## src/pcc_pkg.sv

```systemverilog
// Constants shared by the front-panel counter clear menu.
// Function
// - Offer a menu function that zeroes the command pulse counter.
// - Offer a second function that zeroes all three encoder feedback monitors.
// - Clearing only happens while parameter write protection is off.
// - Mode key enters function list; up and down step function numbers.
// - Holding data/shift about one second on function 301 or 302 opens the confirmation screen.
// - Up key advances the token until the armed token appears.
// - Mode key on armed token clears the selected function's counters.
// - After the completion blink the armed token is shown again.
// - Data/shift on the confirmation screen returns to the function number.
`default_nettype none
package pcc_pkg;
    // ==========================================
    // Timing
    localparam int CLK_PERIOD_NS = 10;
    localparam int HOLD_TIME_MS = 1000;
    localparam int DONE_TIME_MS = 1000;
    localparam int BLINK_TIME_MS = 250;
    localparam int NOOP_TIME_MS = 1000;
    localparam int HOLD_CYCLES = HOLD_TIME_MS * 1000000 / CLK_PERIOD_NS;
    localparam int DONE_CYCLES = DONE_TIME_MS * 1000000 / CLK_PERIOD_NS;
    localparam int BLINK_CYCLES = BLINK_TIME_MS * 1000000 / CLK_PERIOD_NS;
    localparam int NOOP_CYCLES = NOOP_TIME_MS * 1000000 / CLK_PERIOD_NS;
    // ==========================================
    // Function numbers in the auxiliary list
    localparam logic [11:0] FN_AUX_ENTRY = 12'h000;
    localparam logic [11:0] FN_WRITE_PROTECT = 12'h010;
    localparam logic [11:0] FN_POS_CLEAR = 12'h301;
    localparam logic [11:0] FN_ENC_CLEAR = 12'h302;
    localparam logic [1:0] FN_LIST_LAST = 2'h3;
    // ==========================================
    // Confirmation tokens
    localparam logic [1:0] TOKEN_CLEAR_SYMBOL = 2'h0;
    localparam logic [1:0] TOKEN_ARMED = 2'h2;
    // ==========================================
    // Display content kinds
    localparam logic [2:0] DISP_MONITOR = 3'h0;
    localparam logic [2:0] DISP_FUNC = 3'h1;
    localparam logic [2:0] DISP_TOKEN = 3'h2;
    localparam logic [2:0] DISP_DONE = 3'h3;
    localparam logic [2:0] DISP_NOOP = 3'h4;
    // ==========================================
    // Reset value and counter sizes
    localparam logic [1:0] FN_INDEX_RESET = 2'h0;
    localparam int COUNT_WIDTH = 32;
    localparam int ENC_PULSES_PER_REV = 1024;

    typedef enum logic [4:0] {
        ST_MONITOR = 5'h01,
        ST_FUNC_LIST = 5'h02,
        ST_CONFIRM = 5'h04,
        ST_DONE = 5'h08,
        ST_NOOP = 5'h10
    } pcc_state_t;

    function automatic logic [11:0] fn_code(input logic [1:0] idx);
        unique case (idx)
            2'h0: fn_code = FN_AUX_ENTRY;
            2'h1: fn_code = FN_WRITE_PROTECT;
            2'h2: fn_code = FN_POS_CLEAR;
            default: fn_code = FN_ENC_CLEAR;
        endcase
    endfunction : fn_code
endpackage : pcc_pkg
`default_nettype wire

```

## src/pcc_timer.sv

```systemverilog
// Restartable interval counter that pulses once per elapsed interval.
`default_nettype none
module pcc_timer #(
    parameter int LIMIT = 1000
) (
    input wire logic core_clk,
    input wire logic rst_n,
    input wire logic run,
    output logic expired
);
    localparam int W = (LIMIT > 1) ? $clog2(LIMIT) : 1;
    localparam logic [W-1:0] LAST = W'(LIMIT - 1);

    logic [W-1:0] count_r;
    wire at_last = (count_r == LAST);

    always_ff @(posedge core_clk or negedge rst_n)
    begin
        if (!rst_n)
            count_r <= '0;
        else if (!run || at_last)
            count_r <= '0;
        else
            count_r <= count_r + W'(1);
    end

    assign expired = run && at_last;
endmodule : pcc_timer
`default_nettype wire

```

## src/pcc_menu.sv

```systemverilog
// Front-panel menu that zeroes the command pulse and encoder feedback counters.
`default_nettype none
module pcc_menu #(
    parameter int HOLD_CYCLES = pcc_pkg::HOLD_CYCLES,
    parameter int DONE_CYCLES = pcc_pkg::DONE_CYCLES,
    parameter int BLINK_CYCLES = pcc_pkg::BLINK_CYCLES,
    parameter int NOOP_CYCLES = pcc_pkg::NOOP_CYCLES,
    parameter int CW = pcc_pkg::COUNT_WIDTH,
    parameter int PPR = pcc_pkg::ENC_PULSES_PER_REV
) (
    input wire logic core_clk,
    input wire logic rst_n,
    input wire logic key_mode,
    input wire logic key_shift,
    input wire logic key_up,
    input wire logic key_down,
    input wire logic write_protect,
    input wire logic cmd_pulse,
    input wire logic enc_pulse,
    input wire logic enc_dir,
    output logic [2:0] disp_kind_r,
    output logic [11:0] disp_fn_r,
    output logic [1:0] disp_token_r,
    output logic disp_blink_r,
    output logic [CW-1:0] command_pulse_count_monitor,
    output logic [CW-1:0] encoder_feedback_monitor_a,
    output logic [CW-1:0] encoder_feedback_monitor_b,
    output logic [CW-1:0] encoder_feedback_monitor_c
);
    // ==========================================
    // Key edges
    logic mode_q_r, shift_q_r, up_q_r, down_q_r;
    wire mode_edge = key_mode && !mode_q_r;
    wire shift_edge = key_shift && !shift_q_r;
    wire up_edge = key_up && !up_q_r;
    wire down_edge = key_down && !down_q_r;

    always_ff @(posedge core_clk or negedge rst_n)
    begin
        if (!rst_n)
        begin
            mode_q_r <= 1'b0;
            shift_q_r <= 1'b0;
            up_q_r <= 1'b0;
            down_q_r <= 1'b0;
        end
        else
        begin
            mode_q_r <= key_mode;
            shift_q_r <= key_shift;
            up_q_r <= key_up;
            down_q_r <= key_down;
        end
    end

    // ==========================================
    // State and selection
    pcc_pkg::pcc_state_t state_r, state_nxt;
    logic [1:0] fn_idx_r, fn_idx_nxt;
    logic [1:0] token_r, token_nxt;
    logic blink_nxt;

    wire [11:0] sel_fn = pcc_pkg::fn_code(fn_idx_r);
    wire sel_is_pos = (sel_fn == pcc_pkg::FN_POS_CLEAR);
    wire sel_is_enc = (sel_fn == pcc_pkg::FN_ENC_CLEAR);
    wire sel_is_clear = sel_is_pos || sel_is_enc;
    wire in_list = (state_r == pcc_pkg::ST_FUNC_LIST);
    wire in_confirm = (state_r == pcc_pkg::ST_CONFIRM);
    wire in_done = (state_r == pcc_pkg::ST_DONE);
    wire in_noop = (state_r == pcc_pkg::ST_NOOP);

    wire clear_allowed = (token_r == pcc_pkg::TOKEN_ARMED) && !write_protect;
    wire do_clear = in_confirm && mode_edge && !shift_edge && clear_allowed;
    wire clear_pos = do_clear && sel_is_pos;
    wire clear_enc = do_clear && sel_is_enc;

    // ==========================================
    // Timers
    logic hold_expired, done_expired, blink_expired, noop_expired;
    wire hold_run = in_list && key_shift && sel_is_clear;

    pcc_timer #(.LIMIT(HOLD_CYCLES)) u_hold (
        .core_clk(core_clk),
        .rst_n(rst_n),
        .run(hold_run),
        .expired(hold_expired)
    );

    pcc_timer #(.LIMIT(DONE_CYCLES)) u_done (
        .core_clk(core_clk),
        .rst_n(rst_n),
        .run(in_done),
        .expired(done_expired)
    );

    pcc_timer #(.LIMIT(BLINK_CYCLES)) u_blink (
        .core_clk(core_clk),
        .rst_n(rst_n),
        .run(in_done),
        .expired(blink_expired)
    );

    pcc_timer #(.LIMIT(NOOP_CYCLES)) u_noop (
        .core_clk(core_clk),
        .rst_n(rst_n),
        .run(in_noop),
        .expired(noop_expired)
    );

    // ==========================================
    // Next state
    always_comb
    begin
        state_nxt = state_r;
        fn_idx_nxt = fn_idx_r;
        token_nxt = token_r;
        blink_nxt = disp_blink_r;
        unique case (state_r)
            pcc_pkg::ST_MONITOR:
            begin
                if (mode_edge)
                begin
                    state_nxt = pcc_pkg::ST_FUNC_LIST;
                    fn_idx_nxt = pcc_pkg::FN_INDEX_RESET;
                end
            end
            pcc_pkg::ST_FUNC_LIST:
            begin
                if (up_edge && fn_idx_r != pcc_pkg::FN_LIST_LAST)
                    fn_idx_nxt = fn_idx_r + 2'h1;
                else if (down_edge && fn_idx_r != 2'h0)
                    fn_idx_nxt = fn_idx_r - 2'h1;
                if (hold_expired)
                begin
                    state_nxt = pcc_pkg::ST_CONFIRM;
                    token_nxt = pcc_pkg::TOKEN_CLEAR_SYMBOL;
                end
                else if (mode_edge)
                    state_nxt = pcc_pkg::ST_MONITOR;
            end
            pcc_pkg::ST_CONFIRM:
            begin
                if (shift_edge)
                    state_nxt = pcc_pkg::ST_FUNC_LIST;
                else if (mode_edge)
                begin
                    if (clear_allowed)
                    begin
                        state_nxt = pcc_pkg::ST_DONE;
                        blink_nxt = 1'b1;
                    end
                    else
                        state_nxt = pcc_pkg::ST_NOOP;
                end
                else if (up_edge)
                    token_nxt = token_r + 2'h1;
                else if (down_edge)
                    token_nxt = token_r - 2'h1;
            end
            pcc_pkg::ST_DONE:
            begin
                if (blink_expired)
                    blink_nxt = !disp_blink_r;
                if (done_expired)
                begin
                    state_nxt = pcc_pkg::ST_CONFIRM;
                    token_nxt = pcc_pkg::TOKEN_ARMED;
                    blink_nxt = 1'b0;
                end
            end
            pcc_pkg::ST_NOOP:
            begin
                if (noop_expired)
                    state_nxt = pcc_pkg::ST_CONFIRM;
            end
            default:
                state_nxt = pcc_pkg::ST_MONITOR;
        endcase
    end

    // ==========================================
    // Display content
    logic [2:0] kind_nxt;
    always_comb
    begin
        unique case (state_nxt)
            pcc_pkg::ST_FUNC_LIST: kind_nxt = pcc_pkg::DISP_FUNC;
            pcc_pkg::ST_CONFIRM: kind_nxt = pcc_pkg::DISP_TOKEN;
            pcc_pkg::ST_DONE: kind_nxt = pcc_pkg::DISP_DONE;
            pcc_pkg::ST_NOOP: kind_nxt = pcc_pkg::DISP_NOOP;
            default: kind_nxt = pcc_pkg::DISP_MONITOR;
        endcase
    end

    always_ff @(posedge core_clk or negedge rst_n)
    begin
        if (!rst_n)
        begin
            state_r <= pcc_pkg::ST_MONITOR;
            fn_idx_r <= pcc_pkg::FN_INDEX_RESET;
            token_r <= pcc_pkg::TOKEN_CLEAR_SYMBOL;
            disp_kind_r <= pcc_pkg::DISP_MONITOR;
            disp_fn_r <= pcc_pkg::FN_AUX_ENTRY;
            disp_token_r <= pcc_pkg::TOKEN_CLEAR_SYMBOL;
            disp_blink_r <= 1'b0;
        end
        else
        begin
            state_r <= state_nxt;
            fn_idx_r <= fn_idx_nxt;
            token_r <= token_nxt;
            disp_kind_r <= kind_nxt;
            disp_fn_r <= pcc_pkg::fn_code(fn_idx_nxt);
            disp_token_r <= token_nxt;
            disp_blink_r <= blink_nxt;
        end
    end

    // ==========================================
    // Counters
    localparam logic [CW-1:0] LAST_IN_REV = CW'(PPR - 1);
    wire wrap_up = enc_dir && (encoder_feedback_monitor_b == LAST_IN_REV);
    wire wrap_down = !enc_dir && (encoder_feedback_monitor_b == '0);

    always_ff @(posedge core_clk or negedge rst_n)
    begin
        if (!rst_n)
            command_pulse_count_monitor <= '0;
        else if (clear_pos)
            command_pulse_count_monitor <= '0;
        else if (cmd_pulse)
            command_pulse_count_monitor <= command_pulse_count_monitor + CW'(1);
    end

    always_ff @(posedge core_clk or negedge rst_n)
    begin
        if (!rst_n)
        begin
            encoder_feedback_monitor_a <= '0;
            encoder_feedback_monitor_b <= '0;
            encoder_feedback_monitor_c <= '0;
        end
        else if (clear_enc)
        begin
            encoder_feedback_monitor_a <= '0;
            encoder_feedback_monitor_b <= '0;
            encoder_feedback_monitor_c <= '0;
        end
        else if (enc_pulse)
        begin
            encoder_feedback_monitor_a <= enc_dir ? encoder_feedback_monitor_a + CW'(1)
                                                  : encoder_feedback_monitor_a - CW'(1);
            if (wrap_up)
            begin
                encoder_feedback_monitor_b <= '0;
                encoder_feedback_monitor_c <= encoder_feedback_monitor_c + CW'(1);
            end
            else if (wrap_down)
            begin
                encoder_feedback_monitor_b <= LAST_IN_REV;
                encoder_feedback_monitor_c <= encoder_feedback_monitor_c - CW'(1);
            end
            else
                encoder_feedback_monitor_b <= enc_dir ? encoder_feedback_monitor_b + CW'(1)
                                                      : encoder_feedback_monitor_b - CW'(1);
        end
    end
endmodule : pcc_menu
`default_nettype wire

```

## config.mk

```make
export PLATFORM = sky130hd
export DESIGN_NAME = pcc_menu
export DESIGN_NICKNAME = d
export VERILOG_FILES = /design/src/pcc_pkg.sv /design/src/pcc_timer.sv /design/src/pcc_menu.sv
export SDC_FILE = /design/constraint.sdc
export NUM_CORES = 1
export LEC_CHECK = 0
export BUFFER_PORTS_ARGS = -buffer_cell sky130_fd_sc_hd__buf_2
export CAP_MARGIN = 20
export CORE_ASPECT_RATIO = 0.7
export CORE_MARGIN = 2
export CORE_UTILIZATION = 60
export CTS_BUF_LIST = sky130_fd_sc_hd__clkbuf_16
export DETAILED_ROUTE_END_ITERATION = 16
export PLACE_DENSITY = 0.89
export SLEW_MARGIN = 20
export SYNTH_ARGS = -nofsm -noshare
export SYNTH_HDL_FRONTEND = slang
export SYNTH_SLANG_ARGS = --single-unit
```

## constraint.sdc

```tcl
create_clock -name core_clk -period 11.8 [get_ports core_clk]
set_clock_uncertainty 0.15 [all_clocks]
set_input_delay 1.77 -clock core_clk [delete_from_list [all_inputs] [get_ports core_clk]]
set_output_delay 1.77 -clock core_clk [all_outputs]
set_load 0.005 [all_outputs]
```

==> impl_metrics.yaml <==
worst_setup_path:
  worstPathBufferInverterCount: 3
  worstReg2RegEnd: "encoder_feedback_monitor_c[31]$_DFFE_PN0P_"
  cp_cell_sequence: "buf_2, inv_2, buf_4, ha_1, o21ai_0, o21ai_0, or3b_2, o21ai_0, a41oi_1, o21ai_0, xnor2_1, a21oi_1, a31o_2"
  path_depth: 13
  crit_fanout: 33
  r2r_slack_ns: 6.77
  cp-end-kind: "flip-flop"
  worstReg2RegStart: "encoder_feedback_monitor_b[11]$_DFFE_PN0P_"
  max_stage_delay_ns: 0.55
  startpoint: "enc_dir"
  endpoint: "encoder_feedback_monitor_a[31]$_DFFE_PN0P_"
  crit_path_start_kind: "input port"
  slowest_stage: "inv_2"
  arrival_ns: 5.72
  required_ns: 12.10
  crit_family: "compound AO/OA/AOI/OAI gates"
  critPathMostFrequentCell: "o21ai_0"
  criticalPathCategory: "input port to flip-flop"
  rr_worst_depth: 16
cts:
  cts_max_level: 1
  cts.clk_slew.worst_paths_ns: 0.06
  cts_sinks: 255
  cts_resized: 0
  cts_root_buf: "clkbuf_16"
  cts_buffer_depth: 3
  cts_tree: "yes"
  insertion_delay_ns: 0.57
  cts_hold_buf: 0
  postCtsSetupRepairBufs: 0
  cts_buffers: 27
cells_and_area:
  layout.nets: 2045
  area_growth_pct: 11.90
  final_core_util: 0.6903
  fin_area_um2: 17900
  fillCellCount: 2035
  drive_above_1_share: 0.1145
routing:
  via_per_inst: 6.080
  wl_per_cell_um: 16.80
  drtIter0Drc: 1069
  drc_errors: 0
  wirelength_um: 38720
  drtAntennaViolNets: 0
  vias: 14014
  firstDrtPassIters: 7
global_routing:
  globalRouteOverflowTotal: 0
  grt_pass1_wl_um: 64840
  grt_pass1_vias: 13159
  grtUsageTotal: 0.2782
  antenna_found_initial: 1
  grt_start_max_net_pins: 110
timing:
  worst_pin_slew_ns: 1.061
  rsz0062_at_grt: "no"
  max_freq_mhz: 184.5
  tns_ns: 0
  min_period_ns: 5.420
  fin_crit_sh: 0.4594
  drv_slew: 0
  relSlewSlack: 0.2924
  hold_viol: 0
  setup-violations-final: 0
  fin_hold_ws_ns: 0.3293
power_and_ir_drop:
  p_int_w: 0.002107
  clockPowerShare: 0.242
  p_sw_frac: 0.3846
  peakVddDrop_mv: 0.1403
  p_per_area_nw_per_um2: 191.2
  pwr-share-seq: 0.345
  p_switching_w: 0.001317
  pwr-share-comb: 0.413
  leakage_nw: 8.427
floorplanning:
  ios: 156
  start_util: 0.6169
  die_height_um: 140.6
  fp-row-count: 49
  coreArea_um2: 25930
  die_w_um: 199.2
  die_area_um2: 28010
logic_synthesis:
  ys_seq_area_frac: 0.3989
  syn-mean-instance-area_um2: 8.913
  synth_warnings: 0
  syn-cell-area_um2: 16000
  ys_async_sr_fraction: 1.000
  synth-seq-cells: 255
  synth_top_area_cell: "dfrtp_1"
  synth_cells: 1795
  synth-edff-count: 0
  synth_area_leaders: "dfrtp_1 (40%), ha_1 (8.2%), xor2_1 (6.1%), nor2_1 (5.9%), xnor2_1 (4.3%)"
  ys.flop_type: "dfrtp_1"
  synth_top_area_frac: 0.3973
  synth.distinct_cells: 71
min_path:
  min_path_type: "flip-flop to flip-flop"
placed_design:
  dpl.hpwl_um: 27240
  io_buffers: 148
  postPlaceCellArea_um2: 17040
  gp_congestion: 0.9264
status:
  status: "complete, no violations"
flow_run:
  cap_violations: 0
==> sequential cells by signal (all words and copies together), names as in the netlist, 4 cells and up <==
register and cells:
u_noop.count_r 27, u_hold.count_r 27, encoder_feedback_monitor_c 32, state_r 5, u_blink.count_r 25, encoder_feedback_monitor_b 32, encoder_feedback_monitor_a 32, disp_fn_r 4
u_done.count_r 27, command_pulse_count_monitor 32
==> layout make-up <==
type                       count  area (um2)  area share
antenna                        1       2.502   0.0001398
clock buffer                  27       675.6     0.03774
clock inverter                22       172.7    0.009645
inverter                      28       105.1    0.005871
multi-input combinational   1458        9299      0.5194
sequential                   255        6382      0.3565
tap                          357       446.7     0.02495
timing repair buffer         157       818.3     0.04571
==> cells in the final DEF, fill, tap and decap left out, types with 29 or more instances in the layout <==
master   count
o21ai_0    106
buf_2      147
nor2_1     251
xnor2_1     78
dfrtp_1    254
a21o_1      43
nand3_1     80
nand2_1    176
nand4_1     32
inv_1       29
ha_1       105
xor2_1     112
and3_1      39
a21oi_1    112
==> cell families (layout without fill, tap and decap cells) <==
logic type / Yosys count / in the layout / synth area share
multiplexers: 17 / 17 / 0.01071
flip-flops: 255 / 255 / 0.3989
XOR/XNOR: 190 / 190 / 0.1040
adder cells (fa/ha/maj): 108 / 108 / 0.08587
AND/OR/NAND/NOR: 740 / 740 / 0.2201
other: 1 / 8 / 0.0002344
AO/OA/AOI/OAI: 396 / 396 / 0.1575
buffers and inverters: 88 / 234 / 0.02268
==> power by group through the flow <==
stage                     clock network (W)  registers [W]  logic (W)
after floorplan                           0        0.00115   0.000997
after global placement                    0        0.00118    0.00133
after detailed placement                  0        0.00119    0.00138
after CTS                          0.000844        0.00117    0.00139
after global routing               0.000880        0.00120    0.00157
final                              0.000830        0.00118    0.00141
==> cells in the mapped netlist, drive strengths merged, types with 17 or more instances <==
master / instances
o21ai: 106
dfrtp: 254
nor3: 26
nor2b: 17
a22o: 18
a211oi: 17
a21o: 43
nand3: 80
inv: 28
or3: 25
xnor2: 78
and3: 40
nand2: 176
nand4: 32
a21oi: 114
nor2: 253
ha: 105
clkbuf: 45
nand2b: 20
xor2: 112
==> per-layer routing <==
| metal | track usage | vias up | routed length, um |
|---|---|---|---|
| met5 | 0 | - | 0 |
| met4 | 0.07148 | 0 | 972 |
| met3 | 0.04139 | 74 | 2530 |
| met2 | 0.4271 | 494 | 17170 |
| met1 | 0.4143 | 6781 | 18040 |
| li1 | - | 6665 | - |
==> worst register-to-register path: stages, from the launching register on <==
cell	delay, ns
dfrtp_1	0.43
nor4_1	0.56
nand4_1	0.15
nor4_1	0.38
and2_1	0.29
inv_1	0.06
buf_4	0.27
ha_1	0.42
and3_1	0.22
a221o_1	0.36
o2111ai_1	0.19
nand3_1	0.25
a2111oi_0	0.52
o21ai_0	0.18
a21oi_1	0.21
xnor2_1	0.14
nor2_1	0.06
==> stage by stage <==
step	std cells	worst slack, ns	total power, W
2_1_floorplan	1801	5.960	0.002150
3_3_place_gp	2255	5.997	0.002511
3_5_place_dp	2255	5.895	0.002566
4_1_cts	2304	6.465	0.003410
5_1_grt	2305	6.107	0.003648
6_report	2305	6.380	0.003424
==> how the worst min path moves through the flow <==
stage / from / end / slack [ns] / cells past startpoint
final: u_done.count_r[0]$_DFF_PN0_ / u_done.count_r[0]$_DFF_PN0_ / 0.33 / 1
after CTS: u_done.count_r[0]$_DFF_PN0_ / u_done.count_r[0]$_DFF_PN0_ / 0.33 / 1
after global placement: u_done.count_r[0]$_DFF_PN0_ / u_done.count_r[0]$_DFF_PN0_ / 0.32 / 1
after global routing: u_done.count_r[0]$_DFF_PN0_ / u_done.count_r[0]$_DFF_PN0_ / 0.36 / 1
after detailed placement: u_done.count_r[0]$_DFF_PN0_ / u_done.count_r[0]$_DFF_PN0_ / 0.33 / 1
after floorplan: u_blink.count_r[0]$_DFF_PN0_ / u_blink.count_r[0]$_DFF_PN0_ / 0.30 / 1
Note: power is estimated with default switching activity, not from simulation.
